## src/rtl/ddb_pkg.sv

```systemverilog
// ddb_pkg: constants, pin encodings and carrier types of the DDR3 burst data path controller.
// assumes one byte lane, a 40 MHz ref_clk, and a memory clock made by dividing ref_clk by four.
// Functional notes
// - BL8 when field 00, or 01 with A12
// - accepted write burst never interrupted
// - write latency equals AL plus CWL
// - controller drives full-cycle write preamble
// - controller drives half-cycle write postamble
// - first write strobe edge WL clocks after command
// - mask high suppresses that write element
// - write-to-write concatenation after column spacing
// - read only after write-to-read delay
// - precharge only after write recovery time
// - delay start points follow burst setting
// - read latency equals AL plus CL
// - on-the-fly field 01, A12 low chops
// - field 10 chops every burst to four
package ddb_pkg;

    localparam int unsigned DQ_W            = 8;
    localparam int unsigned DATA_W          = 64;
    localparam int unsigned Q_DEPTH         = 8;
    localparam int unsigned SYNC_W          = DQ_W + 2;

    // memory clock is ref_clk divided by four: phases 0,1 high and 2,3 low
    localparam int unsigned REF_CLK_PERIOD_NS = 25;
    localparam int unsigned CK_DIV            = 4;
    localparam int unsigned CK_PERIOD_NS      = REF_CLK_PERIOD_NS * CK_DIV;
    // write strobe placed on the memory clock edges, nominal skew
    localparam int unsigned WRITE_STROBE_SKEW_NS = 0;

    localparam logic [1:0] PH_RISE = 2'h0;
    localparam logic [1:0] PH_Q1   = 2'h1;
    localparam logic [1:0] PH_FALL = 2'h2;
    localparam logic [1:0] PH_Q3   = 2'h3;

    localparam logic [1:0] BURST_BL8_FIXED = 2'h0;
    localparam logic [1:0] BURST_OTF       = 2'h1;
    localparam logic [1:0] BURST_BC4_FIXED = 2'h2;

    localparam logic [15:0] COLUMN_COMMAND_SPACING = 16'h0004;
    localparam logic [15:0] BL8_DATA_CYC           = 16'h0004;
    localparam logic [15:0] BC4_DATA_CYC           = 16'h0002;
    localparam logic [15:0] READ_TO_WRITE_EXTRA    = 16'h0001;
    localparam logic [2:0]  LAST_BEAT_BL8          = 3'h7;
    localparam logic [2:0]  LAST_BEAT_BC4          = 3'h3;
    localparam logic [3:0]  Q_FULL                 = 4'h8;

    localparam int unsigned A10_BIT = 10;
    localparam int unsigned A12_BIT = 12;

    // {ras_n, cas_n, we_n}
    localparam logic [2:0] OP_NOP   = 3'h7;
    localparam logic [2:0] OP_READ  = 3'h5;
    localparam logic [2:0] OP_WRITE = 3'h4;
    localparam logic [2:0] OP_PRE   = 3'h2;

    typedef enum logic [1:0] {DDB_NOP, DDB_READ, DDB_WRITE, DDB_PRE} ddb_kind_e;
    typedef enum logic [1:0] {WR_IDLE, WR_PRE, WR_DATA, WR_POST} ddb_wr_state_e;

    typedef struct packed {
        ddb_kind_e   kind;
        logic [2:0]  bank;
        logic [9:0]  col;
        logic        auto_pre;
        logic        bl8_sel;
        logic        all_banks;
    } ddb_req_s;

    typedef struct packed {
        logic [1:0]  burst_mode;
        logic [4:0]  al;
        logic [4:0]  cwl;
        logic [4:0]  cl;
        logic [4:0]  wtr_cyc;
        logic [4:0]  wr_cyc;
        logic        odt;
    } ddb_cfg_s;

    typedef struct packed {
        logic        cs_n;
        logic [2:0]  op;
        logic [2:0]  ba;
        logic [14:0] addr;
    } ddb_cmd_pins_s;

    typedef struct packed {
        logic [15:0]       start;
        logic              bc4;
        logic [DATA_W-1:0] data;
        logic [7:0]        mask;
    } ddb_slot_s;

    localparam ddb_cmd_pins_s PINS_IDLE = '{cs_n: 1'h0, op: OP_NOP, ba: 3'h0, addr: 15'h0000};

endpackage

```

## src/rtl/ddb_clk_div.sv

```systemverilog
// ddb_clk_div: makes the memory clock pair from ref_clk, plus the phase and memory-cycle count.
// assumes ref_clk is the only clock; the memory clock is an ordinary registered output.
`timescale 1ns/10ps
module ddb_clk_div
    import ddb_pkg::*;
(
    input  wire logic        ref_clk,
    input  wire logic        rst_n,
    output logic [1:0]       phase,
    output logic [15:0]      cyc,
    output logic             ck,
    output logic             ck_n
);

    logic [1:0] next_phase;

    assign next_phase = phase + 2'h1;

    always_ff @(posedge ref_clk or negedge rst_n) begin
        if (!rst_n) begin
            phase <= PH_RISE;
            cyc   <= 16'h0000;
            ck    <= 1'h1;
            ck_n  <= 1'h0;
        end else begin
            phase <= next_phase;
            if (phase == PH_Q3) begin
                cyc <= cyc + 16'h0001;
            end
            ck   <= (next_phase == PH_RISE) || (next_phase == PH_Q1);
            ck_n <= !((next_phase == PH_RISE) || (next_phase == PH_Q1));
        end
    end

endmodule // ddb_clk_div

```

## src/rtl/ddb_pin_sync.sv

```systemverilog
// ddb_pin_sync: three-stage synchroniser per bit; output follows once stages two and three agree.
// assumes inputs are asynchronous pins; output is on ref_clk.
`timescale 1ns/10ps
module ddb_pin_sync
    import ddb_pkg::*;
#(
    parameter int unsigned W = SYNC_W
)
(
    input  wire logic         ref_clk,
    input  wire logic         rst_n,
    input  wire logic [W-1:0] din,
    output logic [W-1:0]      dout
);

    logic [W-1:0] s1;
    logic [W-1:0] s2;
    logic [W-1:0] s3;

    for (genvar i = 0; i < W; i++) begin : g_bit
        always_ff @(posedge ref_clk or negedge rst_n) begin
            if (!rst_n) begin
                s1[i]   <= 1'h0;
                s2[i]   <= 1'h0;
                s3[i]   <= 1'h0;
                dout[i] <= 1'h0;
            end else begin
                s1[i] <= din[i];
                s2[i] <= s1[i];
                s3[i] <= s2[i];
                if (s2[i] == s3[i]) begin
                    dout[i] <= s3[i];
                end
            end
        end
    end

endmodule // ddb_pin_sync

```

## src/rtl/ddb_host.sv

```systemverilog
// ddb_host: controller side of one DDR3 byte lane: issues read, write and precharge commands,
// launches write bursts with strobe preamble/postamble and collects read bursts.
// assumes the user holds cmd and write data stable while cmd_valid is high until taken.
`timescale 1ns/10ps
module ddb_host
    import ddb_pkg::*;
(
    input  wire logic              ref_clk,
    input  wire logic              rst_n,
    input  wire ddb_cfg_s          cfg,
    input  wire logic              cmd_valid,
    input  wire ddb_req_s          cmd,
    input  wire logic [DATA_W-1:0] wr_data,
    input  wire logic [7:0]        wr_mask,
    output logic                   cmd_ready,
    output logic                   rd_valid,
    output logic [DATA_W-1:0]      rd_data,
    output logic                   ck,
    output logic                   ck_n,
    output ddb_cmd_pins_s          pins,
    output logic                   odt,
    output logic [DQ_W-1:0]        dq_o,
    output logic                   dq_oe,
    input  wire logic [DQ_W-1:0]   dq_i,
    output logic                   dm,
    output logic                   dm_oe,
    output logic                   dqs_o,
    output logic                   dqs_oe,
    input  wire logic              dqs_i,
    output logic                   dqs_n_o,
    output logic                   dqs_n_oe,
    input  wire logic              dqs_n_i
);

    logic [1:0]        phase;
    logic [15:0]       cyc;
    logic [1:0]        np;
    logic [15:0]       nc;
    logic [15:0]       cc;
    logic [15:0]       wl;
    logic [15:0]       rl;
    logic [15:0]       data_span;
    logic              bc4_req;
    logic              allowed;
    logic              take;
    ddb_cmd_pins_s     next_pins;
    logic [15:0]       col_at;
    logic [15:0]       rd_at;
    logic [15:0]       wr_at;
    logic [15:0]       pre_at;

    ddb_slot_s         wq [Q_DEPTH];
    logic [2:0]        wq_wp;
    logic [2:0]        wq_rp;
    logic [3:0]        wq_cnt;
    ddb_slot_s         head;
    logic              head_hit;
    logic              wr_pop;
    ddb_wr_state_e     w_state;
    logic [2:0]        w_beat;
    logic [2:0]        w_next_beat;
    logic [2:0]        w_last;

    logic [15:0]       rq_start [Q_DEPTH];
    logic              rq_bc4   [Q_DEPTH];
    logic [2:0]        rq_wp;
    logic [2:0]        rq_rp;
    logic [3:0]        rq_cnt;
    logic              rd_pop;
    logic [SYNC_W-1:0] rsync;
    logic              prev_dqs;
    logic              edge_ok;
    logic              armed;
    logic [2:0]        r_beat;
    logic [2:0]        r_last;
    logic [DATA_W-1:0] rd_buf;
    logic [DATA_W-1:0] next_rd_buf;

    function automatic logic reached(input logic [15:0] now, input logic [15:0] at);
        logic [15:0] d;
        d = now - at;
        return !d[15];
    endfunction

    ddb_clk_div u_div (
        .ref_clk (ref_clk),
        .rst_n   (rst_n),
        .phase   (phase),
        .cyc     (cyc),
        .ck      (ck),
        .ck_n    (ck_n)
    );

    ddb_pin_sync #(.W(SYNC_W)) u_sync (
        .ref_clk (ref_clk),
        .rst_n   (rst_n),
        .din     ({dqs_n_i, dqs_i, dq_i}),
        .dout    (rsync)
    );

    // np/nc name the phase and memory cycle that a register update becomes visible in
    assign np = phase + 2'h1;
    assign nc = (phase == PH_Q3) ? cyc + 16'h0001 : cyc;
    // a command taken in phase 1 is registered by the device at the next rising edge
    assign cc = cyc + 16'h0001;
    assign wl = 16'(cfg.al) + 16'(cfg.cwl);
    assign rl = 16'(cfg.al) + 16'(cfg.cl);
    assign bc4_req = (cfg.burst_mode == BURST_BC4_FIXED) ||
                     ((cfg.burst_mode == BURST_OTF) && !cmd.bl8_sel);
    // only a fixed chop setting lets the delays start after two data cycles
    assign data_span = (cfg.burst_mode == BURST_BC4_FIXED) ? BC4_DATA_CYC : BL8_DATA_CYC;
    assign take = cmd_valid && cmd_ready && (phase == PH_Q1);

    always_comb begin
        case (cmd.kind)
            DDB_READ:  allowed = reached(cc, col_at) && reached(cc, rd_at) && (rq_cnt != Q_FULL);
            DDB_WRITE: allowed = reached(cc, col_at) && reached(cc, wr_at) && (wq_cnt != Q_FULL);
            DDB_PRE:   allowed = reached(cc, pre_at);
            default:   allowed = 1'h0;
        endcase
    end

    // ready is a one-cycle window in phase 1 that only opens for a legal command
    always_ff @(posedge ref_clk or negedge rst_n) begin
        if (!rst_n) begin
            cmd_ready <= 1'h0;
        end else begin
            cmd_ready <= (np == PH_Q1) && cmd_valid && allowed && !take;
        end
    end

    always_comb begin
        next_pins                = PINS_IDLE;
        next_pins.ba             = cmd.bank;
        next_pins.addr[9:0]      = cmd.col;
        next_pins.addr[A12_BIT]  = cmd.bl8_sel;
        case (cmd.kind)
            DDB_READ: begin
                next_pins.op            = OP_READ;
                next_pins.addr[A10_BIT] = cmd.auto_pre;
            end
            DDB_WRITE: begin
                next_pins.op            = OP_WRITE;
                next_pins.addr[A10_BIT] = cmd.auto_pre;
            end
            DDB_PRE: begin
                next_pins.op            = OP_PRE;
                next_pins.addr[A10_BIT] = cmd.all_banks;
            end
            default: begin
                next_pins.op            = OP_NOP;
            end
        endcase
    end

    // command pins change in the low half so they are steady across the rising edge
    always_ff @(posedge ref_clk or negedge rst_n) begin
        if (!rst_n) begin
            pins <= PINS_IDLE;
            odt  <= 1'h0;
        end else begin
            odt <= cfg.odt;
            if (take) begin
                pins <= next_pins;
            end else if (phase == PH_Q1) begin
                pins <= PINS_IDLE;
            end
        end
    end

    // spacing deadlines, kept as the first memory cycle a command may land on
    always_ff @(posedge ref_clk or negedge rst_n) begin
        if (!rst_n) begin
            col_at <= 16'h0000;
            rd_at  <= 16'h0000;
            wr_at  <= 16'h0000;
            pre_at <= 16'h0000;
        end else if (take) begin
            if (cmd.kind == DDB_READ || cmd.kind == DDB_WRITE) begin
                col_at <= cc + COLUMN_COMMAND_SPACING;
            end
            if (cmd.kind == DDB_WRITE) begin
                rd_at  <= cc + wl + data_span + 16'(cfg.wtr_cyc);
                pre_at <= cc + wl + data_span + 16'(cfg.wr_cyc);
            end
            if (cmd.kind == DDB_READ) begin
                wr_at <= cc + rl + COLUMN_COMMAND_SPACING + READ_TO_WRITE_EXTRA - wl;
            end
        end
    end

    // pending write bursts; several can wait while write latency runs
    always_ff @(posedge ref_clk) begin
        if (take && cmd.kind == DDB_WRITE) begin
            wq[wq_wp] <= '{start: cc + wl, bc4: bc4_req, data: wr_data, mask: wr_mask};
        end
    end

    always_ff @(posedge ref_clk or negedge rst_n) begin
        if (!rst_n) begin
            wq_wp  <= 3'h0;
            wq_rp  <= 3'h0;
            wq_cnt <= 4'h0;
        end else begin
            if (take && cmd.kind == DDB_WRITE) begin
                wq_wp <= wq_wp + 3'h1;
            end
            if (wr_pop) begin
                wq_rp <= wq_rp + 3'h1;
            end
            wq_cnt <= wq_cnt + {3'h0, take && cmd.kind == DDB_WRITE} - {3'h0, wr_pop};
        end
    end

    assign head        = wq[wq_rp];
    assign head_hit    = (wq_cnt != 4'h0) && (head.start == nc + 16'h0001);
    assign w_last      = head.bc4 ? LAST_BEAT_BC4 : LAST_BEAT_BL8;
    assign w_next_beat = w_beat + 3'h1;
    // pop on the last strobe fall so the next burst is at the head one edge later
    assign wr_pop      = (w_state == WR_DATA) && (np == PH_FALL) && (w_beat == w_last);

    // write burst engine: strobe toggles on memory clock edges, data moves a quarter earlier
    always_ff @(posedge ref_clk or negedge rst_n) begin
        if (!rst_n) begin
            w_state  <= WR_IDLE;
            w_beat   <= 3'h0;
            dqs_o    <= 1'h0;
            dqs_n_o  <= 1'h0;
            dqs_oe   <= 1'h0;
            dqs_n_oe <= 1'h0;
            dq_o     <= 8'h00;
            dq_oe    <= 1'h0;
            dm       <= 1'h0;
            dm_oe    <= 1'h0;
        end else begin
            case (w_state)
                WR_IDLE: begin
                    if (np == PH_RISE && head_hit) begin
                        w_state  <= WR_PRE;
                        dqs_oe   <= 1'h1;
                        dqs_n_oe <= 1'h1;
                        dqs_o    <= 1'h1;
                        dqs_n_o  <= 1'h0;
                    end
                end
                WR_PRE: begin
                    if (np == PH_FALL) begin
                        dqs_o   <= 1'h0;
                        dqs_n_o <= 1'h1;
                    end else if (np == PH_Q3) begin
                        w_state <= WR_DATA;
                        w_beat  <= 3'h0;
                        dq_oe   <= 1'h1;
                        dm_oe   <= 1'h1;
                        dq_o    <= head.data[7:0];
                        dm      <= head.mask[0];
                    end
                end
                WR_DATA: begin
                    if (np == PH_RISE) begin
                        dqs_o   <= 1'h1;
                        dqs_n_o <= 1'h0;
                    end else if (np == PH_FALL) begin
                        dqs_o   <= 1'h0;
                        dqs_n_o <= 1'h1;
                        if (w_beat == w_last) begin
                            w_state <= WR_POST;
                        end
                    end else begin
                        w_beat <= w_next_beat;
                        dq_o   <= head.data[{w_next_beat, 3'h0} +: 8];
                        dm     <= head.mask[w_next_beat];
                    end
                end
                WR_POST: begin
                    if (np == PH_Q3) begin
                        if (head_hit) begin
                            w_state <= WR_DATA;
                            w_beat  <= 3'h0;
                            dq_o    <= head.data[7:0];
                            dm      <= head.mask[0];
                        end else begin
                            dq_oe <= 1'h0;
                            dm_oe <= 1'h0;
                        end
                    end else if (np == PH_RISE) begin
                        if (head_hit) begin
                            w_state <= WR_PRE;
                            dqs_o   <= 1'h1;
                            dqs_n_o <= 1'h0;
                        end else begin
                            w_state  <= WR_IDLE;
                            dqs_oe   <= 1'h0;
                            dqs_n_oe <= 1'h0;
                        end
                    end
                end
                default: begin
                    w_state <= WR_IDLE;
                end
            endcase
        end
    end

    // expected read bursts, opened one memory cycle before their read latency
    always_ff @(posedge ref_clk) begin
        if (take && cmd.kind == DDB_READ) begin
            rq_start[rq_wp] <= cc + rl;
            rq_bc4[rq_wp]   <= bc4_req;
        end
    end

    always_ff @(posedge ref_clk or negedge rst_n) begin
        if (!rst_n) begin
            rq_wp  <= 3'h0;
            rq_rp  <= 3'h0;
            rq_cnt <= 4'h0;
        end else begin
            if (take && cmd.kind == DDB_READ) begin
                rq_wp <= rq_wp + 3'h1;
            end
            if (rd_pop) begin
                rq_rp <= rq_rp + 3'h1;
            end
            rq_cnt <= rq_cnt + {3'h0, take && cmd.kind == DDB_READ} - {3'h0, rd_pop};
        end
    end

    // a strobe edge counts only while the pair is complementary, so a floating pair is ignored
    assign edge_ok = (rsync[DQ_W] != prev_dqs) && (rsync[DQ_W] != rsync[DQ_W+1]);
    assign armed   = (rq_cnt != 4'h0) && reached(cyc, rq_start[rq_rp] - 16'h0001);
    assign r_last  = rq_bc4[rq_rp] ? LAST_BEAT_BC4 : LAST_BEAT_BL8;

    always_comb begin
        next_rd_buf = rd_buf;
        next_rd_buf[{r_beat, 3'h0} +: 8] = rsync[DQ_W-1:0];
    end

    always_ff @(posedge ref_clk or negedge rst_n) begin
        if (!rst_n) begin
            prev_dqs <= 1'h0;
        end else if (rsync[DQ_W] != rsync[DQ_W+1]) begin
            prev_dqs <= rsync[DQ_W];
        end
    end

    // read collector: first beat must be a rising edge out of the low preamble
    always_ff @(posedge ref_clk or negedge rst_n) begin
        if (!rst_n) begin
            r_beat   <= 3'h0;
            rd_buf   <= 64'h0000_0000_0000_0000;
            rd_valid <= 1'h0;
            rd_data  <= 64'h0000_0000_0000_0000;
            rd_pop   <= 1'h0;
        end else begin
            rd_valid <= 1'h0;
            rd_pop   <= 1'h0;
            if (armed && edge_ok && !rd_pop && (r_beat != 3'h0 || rsync[DQ_W])) begin
                if (r_beat == r_last) begin
                    rd_valid <= 1'h1;
                    rd_data  <= next_rd_buf;
                    rd_buf   <= 64'h0000_0000_0000_0000;
                    rd_pop   <= 1'h1;
                    r_beat   <= 3'h0;
                end else begin
                    rd_buf <= next_rd_buf;
                    r_beat <= r_beat + 3'h1;
                end
            end
        end
    end

endmodule // ddb_host

```

## config.mk

```make
export PLATFORM = sky130hd
export DESIGN_NAME = ddb_host
export DESIGN_NICKNAME = d
export VERILOG_FILES = /design/src/rtl/ddb_pkg.sv /design/src/rtl/ddb_clk_div.sv /design/src/rtl/ddb_pin_sync.sv /design/src/rtl/ddb_host.sv
export SDC_FILE = /design/constraint.sdc
export NUM_CORES = 2
export LEC_CHECK = 0
export BUFFER_PORTS_ARGS = -buffer_cell sky130_fd_sc_hd__clkbuf_2
export CORE_ASPECT_RATIO = 0.9
export CORE_UTILIZATION = 56
export CTS_CLUSTER_SIZE = 24
export DETAILED_ROUTE_END_ITERATION = 8
export GPL_ROUTABILITY_DRIVEN = 1
export GPL_TIMING_DRIVEN = 0
export PLACE_DENSITY = 0.83
export SETUP_SLACK_MARGIN = 0.15
export SLEW_MARGIN = 20
export SYNTH_ARGS = -nofsm -noshare
export SYNTH_HDL_FRONTEND = slang
export SYNTH_SLANG_ARGS = --single-unit
```

## constraint.sdc

```tcl
create_clock -name ref_clk -period 11.27 [get_ports ref_clk]
set_input_delay 1.6905 -clock ref_clk [delete_from_list [all_inputs] [get_ports ref_clk]]
set_output_delay 1.6905 -clock ref_clk [all_outputs]
set_load 0.1 [all_outputs]
```

==> metrics.txt <==
# TYPE chip_impl_metric gauge
chip_impl_info{name="unrepaired_setup_endpoints_after_global_routing",value="false"} 1
chip_impl_metric{name="worst-endpoint-arrival",unit="ns"} 7.23
chip_impl_metric{name="area_growth_syn_to_layout",unit="%"} 15.0
chip_impl_metric{name="post_cts_buffers",unit=""} 0
chip_impl_metric{name="total_drc_errors_in_the_routed_layout",unit=""} 0
chip_impl_metric{name="holdBufCountCts",unit=""} 0
chip_impl_metric{name="synth_sequential_area_ratio",unit="%"} 64.6
chip_impl_metric{name="initial_utilization",unit="%"} 56.6
chip_impl_metric{name="syn-mean-instance-area",unit="um2"} 15.7
chip_impl_metric{name="timing.slew.headroom",unit="%"} 23.5
chip_impl_metric{name="gr-usage-all-layers",unit="%"} 30.0
chip_impl_metric{name="syn_std_cell_area",unit="um2"} 51600
chip_impl_metric{name="fp.dieW",unit="um"} 322
chip_impl_metric{name="dpl_cell_area",unit="um2"} 55600
chip_impl_metric{name="wire_length_of_the_first_global_routing_pass",unit="um"} 207000
chip_impl_metric{name="yosys.cell_types.count",unit=""} 109
chip_impl_metric{name="fp.dieArea",unit="um2"} 93400
chip_impl_metric{name="grt_antenna_before_repair",unit=""} 10
chip_impl_metric{name="required",unit="ns"} 11.88
chip_impl_metric{name="grt.met2_usage",unit="%"} 49.5
chip_impl_metric{name="wl",unit="um"} 140000
chip_impl_metric{name="clkTransAtPathRegs",unit="ns"} 0.07
chip_impl_metric{name="dp_hpwl",unit="um"} 91500
chip_impl_metric{name="synth.yosys.warnings",unit=""} 0
chip_impl_metric{name="synth_enable_flop_cells",unit=""} 848
chip_impl_info{name="timing.critical_path.to_type",value="register"} 1
chip_impl_metric{name="final.min_clock_period",unit="ns"} 6.62
chip_impl_metric{name="vias_per_cell",unit=""} 6.38
chip_impl_metric{name="maxCapViolCount",unit=""} 0
chip_impl_metric{name="clk_path_buf_depth",unit=""} 3
chip_impl_metric{name="total_power",unit="mW"} 10.8
chip_impl_metric{name="maxClockFrequency",unit="GHz"} 0.151
chip_impl_metric{name="drt_pass1_iterations",unit=""} 6
chip_impl_metric{name="fin_skew",unit="ns"} 0.0784
chip_impl_metric{name="post_cts_resize_count",unit=""} 0
chip_impl_info{name="cts_tree",value="done"} 1
chip_impl_metric{name="detailroute.via_count",unit=""} 32358
chip_impl_metric{name="globalRouteMet1Util",unit="%"} 38.1
chip_impl_metric{name="port_buffers",unit=""} 232
chip_impl_info{name="synth.largest_area_cell",value="sky130_fd_sc_hd__edfxtp_1"} 1
chip_impl_metric{name="final-setup-viol-count",unit=""} 0
chip_impl_metric{name="grt_remaining_overflow",unit=""} 0
chip_impl_metric{name="final.hold.worst_slack",unit="ns"} 0.347
chip_impl_info{name="global_route.peak_usage_layer",value="met2"} 1
chip_impl_metric{name="timing.final.max_slew_violations",unit=""} 0
chip_impl_metric{name="async_flop_share",unit="%"} 27.0
chip_impl_metric{name="clock_latency",unit="ns"} 0.73
chip_impl_metric{name="chipHeight",unit="um"} 290
chip_impl_info{name="startpoint_type",value="input pin"} 1
chip_impl_info{name="synth_top_cells_by_area",value="sky130_fd_sc_hd__edfxtp_1, sky130_fd_sc_hd__dfrtp_1, sky130_fd_sc_hd__mux4_2"} 1
chip_impl_info{name="min_path_type",value="reg2reg"} 1
chip_impl_metric{name="grt.met3_usage",unit="%"} 5.88
chip_impl_metric{name="wire_per_inst",unit="um"} 27.6
chip_impl_metric{name="power_leakage",unit="nW"} 21.8
chip_impl_metric{name="power_density",unit="nW/um2"} 182
chip_impl_metric{name="yosys_register_bits",unit=""} 1162
chip_impl_metric{name="vias_in_the_first_global_route",unit=""} 32684
chip_impl_metric{name="num_io_pins",unit=""} 237
chip_impl_metric{name="drive_gt1_share",unit="%"} 22.9
chip_impl_metric{name="number_of_clock_sinks",unit=""} 1162
chip_impl_info{name="synth_flop_cell",value="sky130_fd_sc_hd__edfxtp_1"} 1
chip_impl_metric{name="nets",unit=""} 4060
chip_impl_metric{name="max_slew.worst_pin.slew",unit="ns"} 1.14
chip_impl_metric{name="ir_drop",unit="uV"} 236
chip_impl_metric{name="clock_buffer_count_from_cts",unit=""} 110
chip_impl_metric{name="drt-initial-drc-count",unit=""} 3814
chip_impl_metric{name="gp_congestion",unit=""} 0.908
chip_impl_metric{name="stdcell_area",unit="um2"} 59400
chip_impl_metric{name="pin_count_of_the_biggest_net_entering_global_routing",unit=""} 87
chip_impl_metric{name="finalCritPeriodShare",unit="%"} 58.7
chip_impl_metric{name="nFillCells",unit=""} 6036
chip_impl_metric{name="timing_hold_violations_final",unit=""} 0
chip_impl_metric{name="fin_setup_tns",unit="ns"} 0
chip_impl_metric{name="antenna_violating_nets_post_route",unit=""} 0
chip_impl_metric{name="post_synthesis_cell_count",unit=""} 3294
chip_impl_metric{name="critical_path.max_fanout",unit=""} 10
chip_impl_metric{name="std_cell_rows",unit=""} 105
chip_impl_info{name="criticalPathCategory",value="in2reg"} 1
chip_impl_info{name="root_buffer",value="sky130_fd_sc_hd__clkbuf_16"} 1
chip_impl_info{name="status",value="completed"} 1
chip_impl_metric{name="synth_top_area_share",unit="%"} 49.3
chip_impl_metric{name="core-area",unit="um2"} 91200
chip_impl_metric{name="h-tree-depth",unit=""} 3
## metrics by stage
step / worst slack (ns) / instances / util, %
3_3_place_gp: -4.73 / 4759 / 59.6
4_1_cts: 4.74 / 5062 / 65.1
2_1_floorplan: 1.99 / 3297 / -
6_report: 4.65 / 5075 / 65.1
3_5_place_dp: 4.21 / 4860 / 61.0
5_1_grt: 4.34 / 5069 / 65.1
## worst max-delay path, stage by stage
cell and delay (ns):
sky130_fd_sc_hd__clkbuf_2 0.10, sky130_fd_sc_hd__ha_1 0.16, sky130_fd_sc_hd__inv_1 0.05, sky130_fd_sc_hd__fa_1 0.48, sky130_fd_sc_hd__inv_1 0.12, sky130_fd_sc_hd__fa_1 0.49, sky130_fd_sc_hd__xor2_1 0.86, sky130_fd_sc_hd__ha_1 0.27
sky130_fd_sc_hd__a21o_1 0.11, sky130_fd_sc_hd__o21ai_0 0.10, sky130_fd_sc_hd__or4_1 0.48, sky130_fd_sc_hd__a211oi_1 0.46, sky130_fd_sc_hd__nand3_1 0.14, sky130_fd_sc_hd__o22ai_1 0.38, sky130_fd_sc_hd__o211ai_1 0.30, sky130_fd_sc_hd__a221oi_4 0.44
sky130_fd_sc_hd__a41oi_1 0.24, sky130_fd_sc_hd__o31ai_1 0.34
## sequential cells by signal (all words and copies together), names as in the netlist, 8 cells and up
name and flops:
col_at 16, dq_o 8, pins 18, pre_at 16, rd_at 16, rd_buf 64
rd_data 64, rq_bc4 8, rq_start 128, u_div.cyc 16, u_sync.dout 10, u_sync.s1 10
u_sync.s2 10, u_sync.s3 10, wq 712, wr_at 16
## placed cells by master (no fill, tap or decap), types with 13 or more instances in the layout
| master | count |
|---|---|
| sky130_fd_sc_hd__ha_1 | 171 |
| sky130_fd_sc_hd__xnor2_1 | 86 |
| sky130_fd_sc_hd__nand4_1 | 16 |
| sky130_fd_sc_hd__buf_2 | 38 |
| sky130_fd_sc_hd__nand3_1 | 29 |
| sky130_fd_sc_hd__dfrtp_1 | 310 |
| sky130_fd_sc_hd__buf_1 | 16 |
| sky130_fd_sc_hd__xor2_1 | 39 |
| sky130_fd_sc_hd__clkinv_1 | 23 |
| sky130_fd_sc_hd__clkbuf_1 | 99 |
| sky130_fd_sc_hd__mux2i_1 | 86 |
| sky130_fd_sc_hd__clkinv_2 | 15 |
| sky130_fd_sc_hd__and2_1 | 15 |
| sky130_fd_sc_hd__a21oi_1 | 78 |
| sky130_fd_sc_hd__a21o_1 | 30 |
| sky130_fd_sc_hd__a22oi_1 | 27 |
| sky130_fd_sc_hd__a22o_1 | 54 |
| sky130_fd_sc_hd__buf_4 | 59 |
| sky130_fd_sc_hd__o211ai_1 | 17 |
| sky130_fd_sc_hd__nand2_1 | 248 |
| sky130_fd_sc_hd__nor2_1 | 95 |
| sky130_fd_sc_hd__and3_1 | 14 |
| sky130_fd_sc_hd__edfxtp_1 | 848 |
| sky130_fd_sc_hd__mux4_2 | 240 |
| sky130_fd_sc_hd__nand2b_1 | 14 |
| sky130_fd_sc_hd__nor2b_1 | 17 |
| sky130_fd_sc_hd__clkbuf_16 | 110 |
| sky130_fd_sc_hd__o21ai_0 | 176 |
| sky130_fd_sc_hd__fa_1 | 14 |
| sky130_fd_sc_hd__nor3_1 | 28 |
| sky130_fd_sc_hd__clkbuf_2 | 232 |
| sky130_fd_sc_hd__buf_6 | 37 |
| sky130_fd_sc_hd__o21bai_1 | 13 |
| sky130_fd_sc_hd__o21a_1 | 25 |
| sky130_fd_sc_hd__inv_1 | 176 |
## power by group
group / internal, mW / switching (mW)
registers: 4.80 / 0.122
logic: 0.573 / 1.46
clock network: 2.15 / 1.70
total: 7.52 / 3.28
## cells by family (layout without fill, tap and decap cells)
| family | Yosys count | after routing | synth area share (%) |
|---|---|---|---|
| other cells | 1 | 15 | 0.00726 |
| mux | 348 | 348 | 12.7 |
| compound gates | 547 | 547 | 7.14 |
| fa+ha+maj | 196 | 196 | 4.90 |
| buf+inv | 331 | 868 | 2.64 |
| flops | 1162 | 1162 | 64.6 |
| simple gates | 571 | 571 | 5.47 |
| xor+xnor | 138 | 138 | 2.60 |
## cells in the mapped netlist, types with 8 or more instances
| library cell | number |
|---|---|
| sky130_fd_sc_hd__a211o_1 | 8 |
| sky130_fd_sc_hd__a211oi_1 | 12 |
| sky130_fd_sc_hd__a21boi_0 | 8 |
| sky130_fd_sc_hd__a21o_1 | 30 |
| sky130_fd_sc_hd__a21oi_1 | 78 |
| sky130_fd_sc_hd__a22o_1 | 54 |
| sky130_fd_sc_hd__a22oi_1 | 27 |
| sky130_fd_sc_hd__a31oi_1 | 12 |
| sky130_fd_sc_hd__and2_1 | 15 |
| sky130_fd_sc_hd__and3_1 | 14 |
| sky130_fd_sc_hd__buf_1 | 16 |
| sky130_fd_sc_hd__buf_2 | 33 |
| sky130_fd_sc_hd__buf_4 | 11 |
| sky130_fd_sc_hd__clkbuf_1 | 80 |
| sky130_fd_sc_hd__dfrtp_1 | 310 |
| sky130_fd_sc_hd__edfxtp_1 | 848 |
| sky130_fd_sc_hd__fa_1 | 14 |
| sky130_fd_sc_hd__ha_1 | 171 |
| sky130_fd_sc_hd__inv_1 | 176 |
| sky130_fd_sc_hd__maj3_1 | 11 |
| sky130_fd_sc_hd__mux2_2 | 12 |
| sky130_fd_sc_hd__mux2_4 | 8 |
| sky130_fd_sc_hd__mux2i_1 | 86 |
| sky130_fd_sc_hd__mux4_2 | 240 |
| sky130_fd_sc_hd__nand2_1 | 248 |
| sky130_fd_sc_hd__nand2b_1 | 14 |
| sky130_fd_sc_hd__nand3_1 | 29 |
| sky130_fd_sc_hd__nand4_1 | 16 |
| sky130_fd_sc_hd__nor2_1 | 99 |
| sky130_fd_sc_hd__nor2b_1 | 17 |
| sky130_fd_sc_hd__nor3_1 | 35 |
| sky130_fd_sc_hd__nor3b_1 | 8 |
| sky130_fd_sc_hd__nor4_1 | 9 |
| sky130_fd_sc_hd__o211ai_1 | 17 |
| sky130_fd_sc_hd__o21a_1 | 25 |
| sky130_fd_sc_hd__o21ai_0 | 177 |
| sky130_fd_sc_hd__o21ai_1 | 12 |
| sky130_fd_sc_hd__o21bai_1 | 13 |
| sky130_fd_sc_hd__o31ai_1 | 11 |
| sky130_fd_sc_hd__or3_1 | 10 |
| sky130_fd_sc_hd__xnor2_1 | 86 |
| sky130_fd_sc_hd__xor2_1 | 40 |
## layer usage
metal / vias to the layer above / part of all wire, %
met5: - / 0.041
li1: 13576 / -
met3: 452 / 9.5
met4: 8 / 5.2
met2: 2043 / 49
met1: 16279 / 36
## cell type report
class | instances | area [um2] | area share (%)
antenna | 11 | 27.5 | 0.0464
buffer | 146 | 669 | 1.13
clock buffer | 139 | 2960 | 4.99
clock inverter | 63 | 756 | 1.27
inverter | 185 | 694 | 1.17
multi-input combinational | 1804 | 17100 | 28.7
sequential | 1162 | 33300 | 56.1
tap | 1230 | 1540 | 2.59
timing repair buffer | 335 | 2350 | 3.96
## final timing paths
check,start,end,slack (ns),cells after the start
worst max-delay path,cfg[21],rd_at[15]$_DFFE_PN0P_,4.65,18
worst min-delay path,u_sync.s1[7]$_DFF_PN0_,u_sync.s2[7]$_DFF_PN0_,0.35,0
worst max register to register,rq_rp[0]$_DFFE_PN0P_,rd_data[52]$_DFFE_PN0P_,4.82,19
worst min register to register,u_sync.s1[7]$_DFF_PN0_,u_sync.s2[7]$_DFF_PN0_,0.35,0
max in group asynchronous,rst_n,rd_data[34]$_DFFE_PN0P_,8.82,4
min in group asynchronous,rst_n,rd_at[0]$_DFFE_PN0P_,0.93,1
(Power assumes the default switching activity.)
